`src/hw/freq_sel_pkg.sv`:
```
package freq_sel_pkg;

  // ---------------------------------------------------------------
  // Timing
  // ---------------------------------------------------------------
  localparam int unsigned CLK_PERIOD_NS    = 40;
  localparam int unsigned SYS_RESET_NS     = 1000;
  localparam int unsigned SYS_RESET_CYCLES = (SYS_RESET_NS + CLK_PERIOD_NS - 1) / CLK_PERIOD_NS;

  // ---------------------------------------------------------------
  // Register map (byte addresses)
  // ---------------------------------------------------------------
  localparam int unsigned ADDR_W        = 8;
  localparam logic [7:0]  OFS_CTRL      = 8'h00;
  localparam logic [7:0]  OFS_CPU_DIV   = 8'h04;
  localparam logic [7:0]  OFS_RCV_DIV   = 8'h08;
  localparam logic [7:0]  OFS_STATUS    = 8'h0c;
  localparam logic [7:0]  OFS_FREQ      = 8'h10;
  localparam logic [7:0]  OFS_IRQ_STAT  = 8'h14;
  localparam logic [7:0]  OFS_IRQ_MASK  = 8'h18;

  // CTRL fields
  localparam int unsigned CTRL_PROG_EN  = 0;
  localparam int unsigned CTRL_OVERRIDE = 1;
  localparam int unsigned CTRL_RCV_SEL  = 2;
  localparam int unsigned CTRL_SOFT_LSB = 8;
  // Divider fields (CPU_DIV and RCV_DIV)
  localparam int unsigned DIV_N_LSB     = 0;
  localparam int unsigned DIV_M_LSB     = 8;
  // STATUS fields
  localparam int unsigned ST_CODE_LSB   = 0;
  localparam int unsigned ST_STRAP_LSB  = 8;
  localparam int unsigned ST_USE_DIV    = 16;
  localparam int unsigned ST_RECOVERY   = 17;
  // FREQ fields (tenths of MHz)
  localparam int unsigned FQ_CPU_LSB    = 0;
  localparam int unsigned FQ_MID_LSB    = 12;
  // Interrupt bits
  localparam int unsigned IRQ_WDOG      = 0;
  localparam int unsigned IRQ_LOAD      = 1;
  localparam int unsigned IRQ_RANGE     = 2;
  localparam int unsigned IRQ_W         = 3;

  // Reset values
  localparam logic [4:0]  RST_SOFT_CODE = 5'h00;
  localparam logic [7:0]  RST_DIV_N     = 8'h00;
  localparam logic [6:0]  RST_DIV_M     = 7'h00;
  localparam logic [2:0]  RST_IRQ_MASK  = 3'h0;

  // Programmable range and gear constant, scaled by 1e5
  localparam logic [39:0] FREQ_SCALE    = 40'd100000;
  localparam logic [39:0] GEAR_E5       = 40'd4800741;
  localparam logic [39:0] PROG_MIN_MHZ  = 40'd50;
  localparam logic [39:0] PROG_MAX_MHZ  = 40'd248;

  localparam logic [1:0]  RESP_OKAY     = 2'b00;
  localparam logic [1:0]  RESP_SLVERR   = 2'b10;

  typedef logic [4:0]  freq_code_t;
  typedef logic [11:0] tenths_t;

endpackage

```
`src/hw/freq_select_ctrl.sv`:
```
// Design decisions made here: the address map and the AXI4-Lite slave port.
`timescale 1ns/100ps
// Function
// - The active five-bit code picks a CPU, mid group and PCI frequency from a fixed 32-entry table.
// - In programmable mode only CPU frequencies from 50 MHz to 248 MHz are accepted.
// - The programmable enable bit resets to 0 and writing 1 turns programmable mode on.
// - With programmable mode off and override clear, the latched strap code sets the frequencies.
// - With programmable mode off and override set, the software code sets the frequencies.
// - With programmable mode on, the CPU frequency comes from the programmed N, M and gear constant.
// - In programmable mode the ratio follows the software code under override, else the strap code; the gear constant is fixed.
// - A watchdog time-out asserts a system reset and switches to the recovery frequency.
// - The recovery source bit picks the strap code at 0 and the recovery N and M at 1.
// - In programmable mode any update of N or M starts loading a new CPU frequency.
module freq_select_ctrl (
  input  wire logic                               clk_sys,
  input  wire logic                               arst_n,
  input  wire logic [freq_sel_pkg::ADDR_W-1:0]    s_axi_awaddr,
  input  wire logic                               s_axi_awvalid,
  output      logic                               s_axi_awready,
  input  wire logic [31:0]                        s_axi_wdata,
  input  wire logic [3:0]                         s_axi_wstrb,
  input  wire logic                               s_axi_wvalid,
  output      logic                               s_axi_wready,
  output      logic [1:0]                         s_axi_bresp,
  output      logic                               s_axi_bvalid,
  input  wire logic                               s_axi_bready,
  input  wire logic [freq_sel_pkg::ADDR_W-1:0]    s_axi_araddr,
  input  wire logic                               s_axi_arvalid,
  output      logic                               s_axi_arready,
  output      logic [31:0]                        s_axi_rdata,
  output      logic [1:0]                         s_axi_rresp,
  output      logic                               s_axi_rvalid,
  input  wire logic                               s_axi_rready,
  input  wire freq_sel_pkg::freq_code_t           strap_freq_code,
  input  wire logic                               wdog_timeout,
  output      freq_sel_pkg::freq_code_t           freq_code,
  output      logic                               use_dividers,
  output      logic [7:0]                         pll_divider_n,
  output      logic [6:0]                         pll_divider_m,
  output      freq_sel_pkg::tenths_t              cpu_freq_tenths,
  output      freq_sel_pkg::tenths_t              mid_freq_tenths,
  output      freq_sel_pkg::tenths_t              pci_freq_tenths,
  output      logic                               freq_load,
  output      logic                               sys_reset_n,
  output      logic                               irq
);
  import freq_sel_pkg::*;

  // ---------------------------------------------------------------
  // State
  // ---------------------------------------------------------------
  logic                   strap_taken;
  freq_code_t             strap_latched;
  logic                   prog_en;
  logic                   strap_override;
  logic                   recovery_source_select;
  freq_code_t             soft_code;
  logic [7:0]             cpu_divider_n;
  logic [6:0]             cpu_divider_m;
  logic [7:0]             recovery_divider_n;
  logic [6:0]             recovery_divider_m;
  logic                   recovery_active;
  logic                   div_written;
  logic [IRQ_W-1:0]       irq_status;
  logic [IRQ_W-1:0]       irq_mask;
  logic [ADDR_W-1:0]      wr_addr;
  logic [31:0]            wr_data;
  logic [3:0]             wr_strb;

  // ---------------------------------------------------------------
  // Helpers
  // ---------------------------------------------------------------
  function automatic logic [31:0] strb_mask(input logic [3:0] s);
    strb_mask = {{8{s[3]}}, {8{s[2]}}, {8{s[1]}}, {8{s[0]}}};
  endfunction

  function automatic logic mapped(input logic [ADDR_W-1:0] a);
    mapped = (a == OFS_CTRL) || (a == OFS_CPU_DIV) || (a == OFS_RCV_DIV) || (a == OFS_STATUS) ||
             (a == OFS_FREQ) || (a == OFS_IRQ_STAT) || (a == OFS_IRQ_MASK);
  endfunction

  function automatic logic in_range(input logic [7:0] n, input logic [6:0] m);
    logic [39:0] f_scaled;
    logic [39:0] lo;
    logic [39:0] hi;
    f_scaled = 40'(n) * GEAR_E5;
    lo       = 40'(m) * PROG_MIN_MHZ * FREQ_SCALE;
    hi       = 40'(m) * PROG_MAX_MHZ * FREQ_SCALE;
    in_range = (m != 7'h00) && (f_scaled >= lo) && (f_scaled <= hi);
  endfunction

  // ---------------------------------------------------------------
  // Write channel
  // ---------------------------------------------------------------
  wire do_write  = !s_axi_awready && !s_axi_wready && !s_axi_bvalid;
  wire [31:0] wmask    = strb_mask(wr_strb);
  wire wr_ctrl   = do_write && (wr_addr == OFS_CTRL);
  wire wr_cpu    = do_write && (wr_addr == OFS_CPU_DIV);
  wire wr_rcv    = do_write && (wr_addr == OFS_RCV_DIV);
  wire wr_istat  = do_write && (wr_addr == OFS_IRQ_STAT);
  wire wr_imask  = do_write && (wr_addr == OFS_IRQ_MASK);

  wire [31:0] ctrl_old = {19'h0, soft_code, 5'h0, recovery_source_select, strap_override, prog_en};
  wire [31:0] cpu_old  = {17'h0, cpu_divider_m, cpu_divider_n};
  wire [31:0] rcv_old  = {17'h0, recovery_divider_m, recovery_divider_n};
  wire [31:0] ctrl_new = (ctrl_old & ~wmask) | (wr_data & wmask);
  wire [31:0] cpu_new  = (cpu_old & ~wmask) | (wr_data & wmask);
  wire [31:0] rcv_new  = (rcv_old & ~wmask) | (wr_data & wmask);
  wire [31:0] mask_new = ({29'h0, irq_mask} & ~wmask) | (wr_data & wmask);

  wire cpu_ok    = in_range(cpu_new[DIV_N_LSB +: 8], cpu_new[DIV_M_LSB +: 7]);
  wire rcv_ok    = in_range(rcv_new[DIV_N_LSB +: 8], rcv_new[DIV_M_LSB +: 7]);
  wire range_err = (wr_cpu && !cpu_ok) || (wr_rcv && !rcv_ok);

  always_ff @(posedge clk_sys or negedge arst_n) begin
    if (!arst_n) begin
      s_axi_awready <= 1'b1;
      s_axi_wready  <= 1'b1;
      s_axi_bvalid  <= 1'b0;
      s_axi_bresp   <= RESP_OKAY;
      wr_addr       <= '0;
      wr_data       <= 32'h0;
      wr_strb       <= 4'h0;
    end else begin
      if (s_axi_awvalid && s_axi_awready) begin
        s_axi_awready <= 1'b0;
        wr_addr       <= {s_axi_awaddr[ADDR_W-1:2], 2'b00};
      end
      if (s_axi_wvalid && s_axi_wready) begin
        s_axi_wready <= 1'b0;
        wr_data      <= s_axi_wdata;
        wr_strb      <= s_axi_wstrb;
      end
      if (do_write) begin
        s_axi_bvalid <= 1'b1;
        s_axi_bresp  <= mapped(wr_addr) && !range_err ? RESP_OKAY : RESP_SLVERR;
      end
      if (s_axi_bvalid && s_axi_bready) begin
        s_axi_bvalid  <= 1'b0;
        s_axi_awready <= 1'b1;
        s_axi_wready  <= 1'b1;
      end
    end
  end

  // ---------------------------------------------------------------
  // Control registers
  // ---------------------------------------------------------------
  always_ff @(posedge clk_sys or negedge arst_n) begin
    if (!arst_n) begin
      prog_en                <= 1'b0;
      strap_override         <= 1'b0;
      recovery_source_select <= 1'b0;
      soft_code              <= RST_SOFT_CODE;
      irq_mask               <= RST_IRQ_MASK;
    end else begin
      if (wr_ctrl) begin
        prog_en                <= ctrl_new[CTRL_PROG_EN];
        strap_override         <= ctrl_new[CTRL_OVERRIDE];
        recovery_source_select <= ctrl_new[CTRL_RCV_SEL];
        soft_code              <= ctrl_new[CTRL_SOFT_LSB +: 5];
      end
      if (wr_imask) begin
        irq_mask <= mask_new[IRQ_W-1:0];
      end
    end
  end

  // Divider pairs share one word so N and M always land together
  always_ff @(posedge clk_sys or negedge arst_n) begin
    if (!arst_n) begin
      cpu_divider_n      <= RST_DIV_N;
      cpu_divider_m      <= RST_DIV_M;
      recovery_divider_n <= RST_DIV_N;
      recovery_divider_m <= RST_DIV_M;
    end else begin
      if (wr_cpu && cpu_ok) begin
        cpu_divider_n <= cpu_new[DIV_N_LSB +: 8];
        cpu_divider_m <= cpu_new[DIV_M_LSB +: 7];
      end
      if (wr_rcv && rcv_ok) begin
        recovery_divider_n <= rcv_new[DIV_N_LSB +: 8];
        recovery_divider_m <= rcv_new[DIV_M_LSB +: 7];
      end
    end
  end

  // ---------------------------------------------------------------
  // Strap capture
  // ---------------------------------------------------------------
  always_ff @(posedge clk_sys or negedge arst_n) begin
    if (!arst_n) begin
      strap_taken   <= 1'b0;
      strap_latched <= 5'h00;
    end else if (!strap_taken) begin
      strap_taken   <= 1'b1;
      strap_latched <= strap_freq_code;
    end
  end

  // ---------------------------------------------------------------
  // Watchdog recovery
  // ---------------------------------------------------------------
  always_ff @(posedge clk_sys or negedge arst_n) begin
    if (!arst_n) begin
      recovery_active <= 1'b0;
    end else if (wdog_timeout) begin
      recovery_active <= 1'b1;
    end else if (wr_ctrl) begin
      recovery_active <= 1'b0;
    end
  end

  reset_pulse u_reset_pulse (
    .clk_sys     (clk_sys),
    .arst_n      (arst_n),
    .start       (wdog_timeout),
    .sys_reset_n (sys_reset_n)
  );

  // ---------------------------------------------------------------
  // Source selection
  // ---------------------------------------------------------------
  wire freq_code_t ratio_code   = strap_override ? soft_code : strap_latched;
  wire             rcv_strap    = recovery_active && !recovery_source_select;
  wire freq_code_t next_code    = rcv_strap ? strap_latched : ratio_code;
  wire             next_use_div = recovery_active ? recovery_source_select : prog_en;
  wire [7:0]       next_n       = recovery_active ? recovery_divider_n : cpu_divider_n;
  wire [6:0]       next_m       = recovery_active ? recovery_divider_m : cpu_divider_m;

  tenths_t tbl_cpu;
  tenths_t tbl_mid;
  tenths_t tbl_pci;

  freq_table u_freq_table (
    .code       (next_code),
    .cpu_tenths (tbl_cpu),
    .mid_tenths (tbl_mid),
    .pci_tenths (tbl_pci)
  );

  wire setting_change = (next_code != freq_code) || (next_use_div != use_dividers) ||
                        (next_use_div && ((next_n != pll_divider_n) || (next_m != pll_divider_m)));
  wire div_update     = prog_en && wr_cpu && cpu_ok;
  wire next_load      = setting_change || div_written;

  // Lines up with the setting change
  always_ff @(posedge clk_sys or negedge arst_n) begin
    if (!arst_n) begin
      div_written <= 1'b0;
    end else begin
      div_written <= div_update;
    end
  end

  // ---------------------------------------------------------------
  // Outputs to the synthesizer
  // ---------------------------------------------------------------
  always_ff @(posedge clk_sys or negedge arst_n) begin
    if (!arst_n) begin
      freq_code       <= 5'h00;
      use_dividers    <= 1'b0;
      pll_divider_n   <= RST_DIV_N;
      pll_divider_m   <= RST_DIV_M;
      cpu_freq_tenths <= 12'h000;
      mid_freq_tenths <= 12'h000;
      pci_freq_tenths <= 12'h000;
      freq_load       <= 1'b0;
    end else begin
      freq_code       <= next_code;
      use_dividers    <= next_use_div;
      pll_divider_n   <= next_n;
      pll_divider_m   <= next_m;
      cpu_freq_tenths <= next_use_div ? 12'h000 : tbl_cpu;
      mid_freq_tenths <= tbl_mid;
      pci_freq_tenths <= tbl_pci;
      freq_load       <= next_load && strap_taken;
    end
  end

  // ---------------------------------------------------------------
  // Interrupts
  // ---------------------------------------------------------------
  wire [IRQ_W-1:0] irq_set   = {range_err, freq_load, wdog_timeout};
  wire [IRQ_W-1:0] irq_clear = wr_istat ? (wr_data[IRQ_W-1:0] & wmask[IRQ_W-1:0]) : '0;

  always_ff @(posedge clk_sys or negedge arst_n) begin
    if (!arst_n) begin
      irq_status <= '0;
      irq        <= 1'b0;
    end else begin
      irq_status <= (irq_status & ~irq_clear) | irq_set;
      irq        <= |(irq_status & irq_mask);
    end
  end

  // ---------------------------------------------------------------
  // Read channel
  // ---------------------------------------------------------------
  wire [ADDR_W-1:0] rd_addr = {s_axi_araddr[ADDR_W-1:2], 2'b00};
  wire [31:0] status_word = {14'h0, recovery_active, use_dividers, 3'h0, strap_latched, 3'h0, freq_code};
  wire [31:0] freq_word   = {8'h0, mid_freq_tenths, cpu_freq_tenths};
  wire [31:0] rd_mux =
    (rd_addr == OFS_CTRL)     ? ctrl_old :
    (rd_addr == OFS_CPU_DIV)  ? cpu_old :
    (rd_addr == OFS_RCV_DIV)  ? rcv_old :
    (rd_addr == OFS_STATUS)   ? status_word :
    (rd_addr == OFS_FREQ)     ? freq_word :
    (rd_addr == OFS_IRQ_STAT) ? {29'h0, irq_status} :
    (rd_addr == OFS_IRQ_MASK) ? {29'h0, irq_mask} : 32'h0;

  always_ff @(posedge clk_sys or negedge arst_n) begin
    if (!arst_n) begin
      s_axi_arready <= 1'b1;
      s_axi_rvalid  <= 1'b0;
      s_axi_rdata   <= 32'h0;
      s_axi_rresp   <= RESP_OKAY;
    end else begin
      if (s_axi_arvalid && s_axi_arready) begin
        s_axi_arready <= 1'b0;
        s_axi_rvalid  <= 1'b1;
        s_axi_rdata   <= rd_mux;
        s_axi_rresp   <= mapped(rd_addr) ? RESP_OKAY : RESP_SLVERR;
      end
      if (s_axi_rvalid && s_axi_rready) begin
        s_axi_rvalid  <= 1'b0;
        s_axi_arready <= 1'b1;
      end
    end
  end
endmodule

```
`src/hw/freq_table.sv`:
```
`timescale 1ns/100ps
module freq_table (
  input  wire freq_sel_pkg::freq_code_t code,
  output      freq_sel_pkg::tenths_t    cpu_tenths,
  output      freq_sel_pkg::tenths_t    mid_tenths,
  output      freq_sel_pkg::tenths_t    pci_tenths
);
  import freq_sel_pkg::*;

  // ---------------------------------------------------------------
  // CPU and mid group per code, tenths of MHz
  // ---------------------------------------------------------------
  function automatic logic [23:0] lookup(input freq_code_t c);
    case (c)
      5'h00: lookup = {12'd1020, 12'd680};
      5'h01: lookup = {12'd1050, 12'd700};
      5'h02: lookup = {12'd1080, 12'd720};
      5'h03: lookup = {12'd1110, 12'd740};
      5'h04: lookup = {12'd1140, 12'd760};
      5'h05: lookup = {12'd1170, 12'd780};
      5'h06: lookup = {12'd1200, 12'd800};
      5'h07: lookup = {12'd1230, 12'd820};
      5'h08: lookup = {12'd1260, 12'd630};
      5'h09: lookup = {12'd1300, 12'd650};
      5'h0a: lookup = {12'd1360, 12'd680};
      5'h0b: lookup = {12'd1400, 12'd700};
      5'h0c: lookup = {12'd1440, 12'd720};
      5'h0d: lookup = {12'd1480, 12'd740};
      5'h0e: lookup = {12'd1520, 12'd760};
      5'h0f: lookup = {12'd1560, 12'd780};
      5'h10: lookup = {12'd1600, 12'd800};
      5'h11: lookup = {12'd1640, 12'd820};
      5'h12: lookup = {12'd1666, 12'd666};
      5'h13: lookup = {12'd1700, 12'd680};
      5'h14: lookup = {12'd1750, 12'd700};
      5'h15: lookup = {12'd1800, 12'd720};
      5'h16: lookup = {12'd1850, 12'd740};
      5'h17: lookup = {12'd1900, 12'd760};
      5'h18: lookup = {12'd668,  12'd668};
      5'h19: lookup = {12'd1002, 12'd668};
      5'h1a: lookup = {12'd1336, 12'd668};
      5'h1b: lookup = {12'd2004, 12'd668};
      5'h1c: lookup = {12'd666,  12'd666};
      5'h1d: lookup = {12'd1000, 12'd666};
      5'h1e: lookup = {12'd2000, 12'd666};
      default: lookup = {12'd1333, 12'd666};
    endcase
  endfunction

  wire [23:0] entry = lookup(code);

  assign cpu_tenths = entry[23:12];
  assign mid_tenths = entry[11:0];
  assign pci_tenths = {1'b0, entry[11:1]}; // PCI is half the mid group
endmodule

```
`src/hw/reset_pulse.sv`:
```
`timescale 1ns/100ps
module reset_pulse (
  input  wire logic clk_sys,
  input  wire logic arst_n,
  input  wire logic start,
  output      logic sys_reset_n
);
  import freq_sel_pkg::*;

  typedef enum logic [0:0] {
    ST_IDLE = 1'b0,
    ST_HOLD = 1'b1
  } pulse_state_e;

  pulse_state_e state;
  logic [7:0]   count;

  // ---------------------------------------------------------------
  // Fixed-width system reset pulse
  // ---------------------------------------------------------------
  always_ff @(posedge clk_sys or negedge arst_n) begin
    if (!arst_n) begin
      state       <= ST_IDLE;
      count       <= 8'h00;
      sys_reset_n <= 1'b1;
    end else begin
      case (state)
        ST_IDLE: begin
          if (start) begin
            state       <= ST_HOLD;
            count       <= 8'(SYS_RESET_CYCLES - 1);
            sys_reset_n <= 1'b0;
          end
        end
        ST_HOLD: begin
          if (count == 8'h00) begin
            state       <= ST_IDLE;
            sys_reset_n <= 1'b1;
          end else begin
            count <= count - 8'h01;
          end
        end
        default: begin
          state       <= ST_IDLE;
          sys_reset_n <= 1'b1;
        end
      endcase
    end
  end
endmodule

```
`config.mk`:
```
export PLATFORM = sky130hd
export DESIGN_NAME = freq_select_ctrl
export DESIGN_NICKNAME = d
export VERILOG_FILES = /design/src/hw/freq_sel_pkg.sv /design/src/hw/freq_select_ctrl.sv /design/src/hw/freq_table.sv /design/src/hw/reset_pulse.sv
export SDC_FILE = /design/constraint.sdc
export NUM_CORES = 1
export LEC_CHECK = 0
export BUFFER_PORTS_ARGS = -buffer_cell sky130_fd_sc_hd__buf_2
export CORE_ASPECT_RATIO = 0.8
export CORE_UTILIZATION = 64
export DETAILED_ROUTE_END_ITERATION = 16
export HOLD_SLACK_MARGIN = 0.1
export PLACE_DENSITY = 0.95
export SLEW_MARGIN = 20
export SYNTH_ARGS = -nofsm -noshare
export SYNTH_HDL_FRONTEND = slang
export SYNTH_SLANG_ARGS = --single-unit
```
`constraint.sdc`:
```
create_clock -name clk_sys -period 14.35 [get_ports clk_sys]
set_clock_uncertainty 0.15 [all_clocks]
set_input_delay 2.87 -clock clk_sys [delete_from_list [all_inputs] [get_ports clk_sys]]
set_output_delay 2.87 -clock clk_sys [all_outputs]
set_load 0.005 [all_outputs]
```
* Yosys cells after proc, flatten, opt, wreduce, memory -nomap -nowiden
Memories as Yosys holds them, arrays and structs flattened.
Index checks and enable logic that the tools add are counted.
** Storage, ports and cells
- Register bits after elaboration :: 184
- Bits in read-only memories :: 608
- Bits of input ports :: 65
- Logic and storage cells :: 188
- Memories kept :: 1
** Operators by class
- Add/subtract/negate cells :: 1
- Multiply operators :: 10
- $lt $le $gt $ge :: 4
- Equal/unequal tests :: 19
- Muxes and demuxes :: 37
- Bitwise operators :: 16
- Reduce and logical (&&, ||, !) cells :: 63
** Memories
- (name not given) :: words 32, bits a word 19, read ports 1, clocked after memory_dff 0, write ports 0, RTL line freq_table.sv:14 : case (c)
** Operators by type and width (count)
- two-way mux 24 bit :: 5
- multiplier 12 x 12 -> 24 bit (second input constant) :: 4
- <= comparator 31 x 32 -> 1 bit :: 2
- greater-or-equal comparator 31 x 30 -> 1 bit :: 2
- multiplier 8 x 23 -> 31 bit (second input constant) :: 2
- multiplier 7 x 5 -> 12 bit (second input constant) :: 4
- bitwise AND 15 bit :: 3
- == test 6 x 3 -> 1 bit (second input constant) :: 6
- bitwise OR 15 bit :: 2
- logical AND 1 bit :: 26
- == test 6 x 2 -> 1 bit (second input constant) :: 4
- logical NOT 8 bit :: 3
- two-way mux 8 bit :: 3
- logical OR 1 bit :: 17
- two-way mux 1 bit :: 17
- case mux 8 bit (2 select lines) :: 1
- inverter 15 bit :: 1
- nonzero test 7 bit :: 2
- bitwise AND 13 bit :: 1
- bitwise OR 13 bit :: 1
- bitwise AND 3 bit :: 4
- == test 6 x 1 -> 1 bit (second input constant) :: 2
- two-way mux 12 bit :: 1
- two-way mux 5 bit :: 2
- 17 further kinds :: 35

* Logic depth before layout (Yosys ltp)
- Depth in word-level cells :: 14
- Mapped depth :: 46
- Mapped depth without buffers :: 44

* By module
A second synthesis with hierarchy kept.
** Unflattened totals
- Cells, all modules :: 3019
- Area total of the unflattened synthesis :: 27727.8 um^2
** Modules (own cells, without submodules)
- freq_select_ctrl :: times used 1, cells an instance 2816, area each 26142.6 um^2, seq. area each 4132.7 um^2
- freq_table :: times used 1, cells an instance 141, area each 1021.0 um^2, seq. area each 0.0 um^2
- reset_pulse :: times used 1, cells an instance 62, area each 564.3 um^2, seq. area each 251.5 um^2

* Worst setup path before layout
Ideal clock, no wire load.
- Path type :: input-to-reg
- From :: input s_axi_araddr[4] in the netlist's numbering
- To :: register s_axi_rdata[3]
- Arrival :: 4.477 ns
- Data required time :: 14.117 ns
- Slack :: 9.641 ns
- Stages on the path :: 7
- Buffers on the path :: 2
- Cells stage by stage :: clkbuf_1 -> nor4_1 -> and2_0 -> clkbuf_1 -> a22o_1 -> a221oi_1 -> o21ai_0
** On the way
- Cells in the longest elaborated chain, start to end :: 6
- Elaborated cells between the ends (all ways) :: 10
** RTL lines
- start, declared :: RTL line freq_select_ctrl.sv:27 : input wire logic [freq_sel_pkg::ADDR_W-1:0] s_axi_araddr,
- == test 6 x 3 -> 1 bit :: RTL line freq_select_ctrl.sv:308 : (rd_addr == OFS_FREQ) ? freq_word :
- two-way mux 24 bit :: RTL line freq_select_ctrl.sv:308
- two-way mux 24 bit :: RTL line freq_select_ctrl.sv:307 : (rd_addr == OFS_STATUS) ? status_word :
- two-way mux 24 bit :: RTL line freq_select_ctrl.sv:306 : (rd_addr == OFS_RCV_DIV) ? rcv_old :
- two-way mux 24 bit :: RTL line freq_select_ctrl.sv:305 : (rd_addr == OFS_CPU_DIV) ? cpu_old :
- two-way mux 24 bit * :: RTL line freq_select_ctrl.sv:304 : (rd_addr == OFS_CTRL) ? ctrl_old :
- end signal, assigned :: RTL line freq_select_ctrl.sv:322 : s_axi_rdata <= rd_mux;
- end, declared :: RTL line freq_select_ctrl.sv:30 : output logic [31:0] s_axi_rdata,
Mark *: on every way between the ends. The rest lies on a longest branch, timed or not.
A chain may end at the register's enable or synchronous reset.

==> run metrics <==
met1 Use GR approximately 43%; DRT Pass-1 Iters 13; Antenna Nets Post-Route 0; layout cells sized above 1 8.91%; antenna violations before repair 2; Maximum Capacitance Violations 0; Reg2Reg Depth 43; met2 Resource Use GR between 50% and 60%; Final setup viols 0; multiplexer area fraction after synthesis 2.82%; number of synthesized flops with an enable pin 0; post-route clock period utilization between 80% and 90%; clock-pin slew on the worst setup and hold paths 80 ps; RSZ-0062 raised after global routing false; crit path launch wr_strb[1]; Max Slew Vio Count 0; busiest grt layer met2; FP Rows 66; gr usage total a little over a third; Final Hold Vio Count 0; DPL Wire Length 58.1 mm; routed len/inst 20.8 um; Distinct cells, synth 84; Die Height 184 um; M3 GR Usage 8.93%; via count 22761; R2R Path Start wr_strb[1]; initial core utilization around 65%; total congestion overflow 0; Req. time, crit path 14500 ps; Synth Area in XOR/XNOR about 6.0%; Setup WS post-layout 1950 ps; clock sink count 156; Area growth syn-to-layout 6.71%; #FFs+latches synth 156; post-synthesis compound-gate area fraction between 10% and 20%; detail-routed via count per cell roughly 6.4; CP Capture Type register; Clock Tree Buf Depth 2; Simple-Gate Fraction of Synth Area 9.11%; WS Path Type register to register; Clock Latency Late Sink around 450 ps; DIE WIDTH around 230 um; Finished Core Util between 60 and 70%; total die area 42400 um^2; drt initial violations 2809; share of the synthesized area in the top cell type 31.4%; Critical Path Most Common Cell fa_1; dpl ws roughly 2400 ps; CP max-delay cell dfrtp_1; core box area 40800 um^2; CTS tree done; YS warnings 0; reg2reg setup slack 1950 ps; CP max stage delay 860 ps; CTS Root Cell clkbuf_16; synth top area cells ha_1 (31%), dfrtp_1 (14%), fa_1 (14%); Max FO, Critical Path 23; run status finished clean; worst r2r dst recovery_divider_n[1]; Setup TNS 0 ps; asr flop ratio synth 100%; Post-CTS Setup Inserts 0; post-synthesis sequential area ratio 14.7%; vias in the first global route 23124; Tmin final 12400 ps; post-synthesis adder-cell area fraction 45.3%; global-route wire length before repair between 100 and 150 mm; post-synthesis cell area 26600 um^2; clock buffer count from CTS 17; H-tree Lvls 4; worst slew pin tran 1130 ps; I/O Pins 166; final RePlAce weighted congestion around 1; Mean Syn Cell Area 9.19 um^2; Slew HR 23.8%; Startpoint Class register; largest family of logic cells by synthesized area adder cells; final net count 3937; # DRC 0; largest net degree at the start of global routing 80; worst setup path endpoint recovery_divider_n[1]; Max Fclk 0.0807 GHz; worst min path class register to register; Primary FF master, synth dfrtp_1; # hold bufs at CTS 0; DRT Wirelength 74.2 mm; Port Buffers 123; Arr. time, crit path about 13000 ps; synthesized instance count 2898; post-cts sizing count 0; area leader, netlist ha_1
## kinds of logic after synthesis
family	Yosys count
adder cells (fa/ha/maj)	853
flip-flops	156
AND/OR/NAND/NOR	503
XOR/XNOR	182
multiplexers	66
AO/OA/AOI/OAI	546
other	2
buffers and inverters	590
## worst max-delay path, delay by kind of cell, from the launching register on
| kind | cells | cell delay [ps] |
|---|---|---|
| simple gates | 11 | 2170 |
| flops | 1 | 860 |
| fa+ha+maj | 11 | 4810 |
| compound gates | 13 | 2540 |
| xor+xnor | 2 | 390 |
| mux | 1 | 480 |
| buf+inv | 5 | 830 |
## layout make-up
cell class / instances / area, um^2
Clock buffer: 17 / 425
Clock inverter: 15 / 151
Inverter: 523 / 1960
Sequential cell: 156 / 3910
Timing Repair Buffer: 151 / 832
Multi-Input combinational cell: 2170 / 20400
Antenna cell: 1 / 2.50
Fill cell: 2676 / 12400
Tap cell: 544 / 681
## worst min path at each step
stage,startpoint,endpoint,slack [ps],cells past startpoint
2_1_floorplan,freq_load,irq_status[1],310,1
3_3_place_gp,s_axi_rdata[20],s_axi_rdata[20],310,2
3_5_place_dp,freq_load,irq_status[1],320,1
4_1_cts,s_axi_rdata[6],s_axi_rdata[6],340,2
5_1_grt,freq_load,irq_status[1],340,1
6_report,s_axi_rdata[6],s_axi_rdata[6],330,2
## metal layers
metal,vias up,share of wire [%]
met5,-,0
met3,472,11
met2,1518,45
li1,10073,-
met1,10698,38
met4,0,6.3
## per-stage QoR
stage | hold slack (ps) | instances | cell area, um^2
final | 332 | 3577 | 28400
after global routing | 343 | 3577 | 28400
after CTS | 335 | 3576 | 28400
after detailed placement | 318 | 3544 | 27800
after global placement | 306 | 3544 | 27800
after floorplan | 309 | 2916 | 26700
## sequential cells by signal, summed over array words and instances, names as in the netlist, 2 cells and up, named ones only
name                 cells
wr_addr                  6
cpu_freq_tenths         11
pci_freq_tenths          9
s_axi_rdata             22
cpu_divider_n            8
strap_latched            5
freq_code                5
recovery_divider_n       8
cpu_divider_m            7
wr_data                 15
pll_divider_m            7
wr_strb                  2
pll_divider_n            8
irq_status               3
recovery_divider_m       7
u_reset_pulse.count      8
## layout by cell type, fill, tap and decap left out, types with 9 or more instances in the layout
master,count
ha_1,669
inv_1,523
fa_1,184
nand2_1,159
o21ai_0,152
dfrtp_1,152
a21oi_1,139
buf_2,122
nor2_1,119
xnor2_1,108
xor2_1,73
a21o_1,55
nor3_1,53
mux2_2,41
nand2b_1,33
nor2b_1,29
buf_4,28
o21a_1,25
nand3_1,24
o21bai_1,24
mux2i_1,22
a211oi_1,22
nand4_1,20
conb_1,20
clkbuf_16,17
nor4_1,12
a21oi_2,12
a31oi_1,11
and3_1,11
and2_1,10
a22oi_1,9
or3_1,9
## synth_stat cells (6+ instances only)
cell	n
xnor2_1	108
a211oi_1	22
and2_1	10
o311ai_0	6
mux2i_1	22
fa_1	184
nand3_1	24
nand4_1	20
and3_1	11
mux2_2	41
nor3_1	54
a21o_1	55
o21a_1	25
buf_4	29
xor2_1	73
ha_1	669
o21bai_1	24
nand2_1	159
nor4_1	12
a21oi_2	12
o211ai_1	8
nand2b_1	33
a222oi_1	8
a22oi_1	9
nor2_1	119
o21ai_0	155
dfrtp_1	152
clkbuf_1	33
inv_1	523
a31oi_1	11
a21oi_1	139
nor2b_1	29
or3_1	9
Power is left out: the tool's default activity adds up to more than one toggle a clock period on the data nets, which glitch-free logic cannot reach.
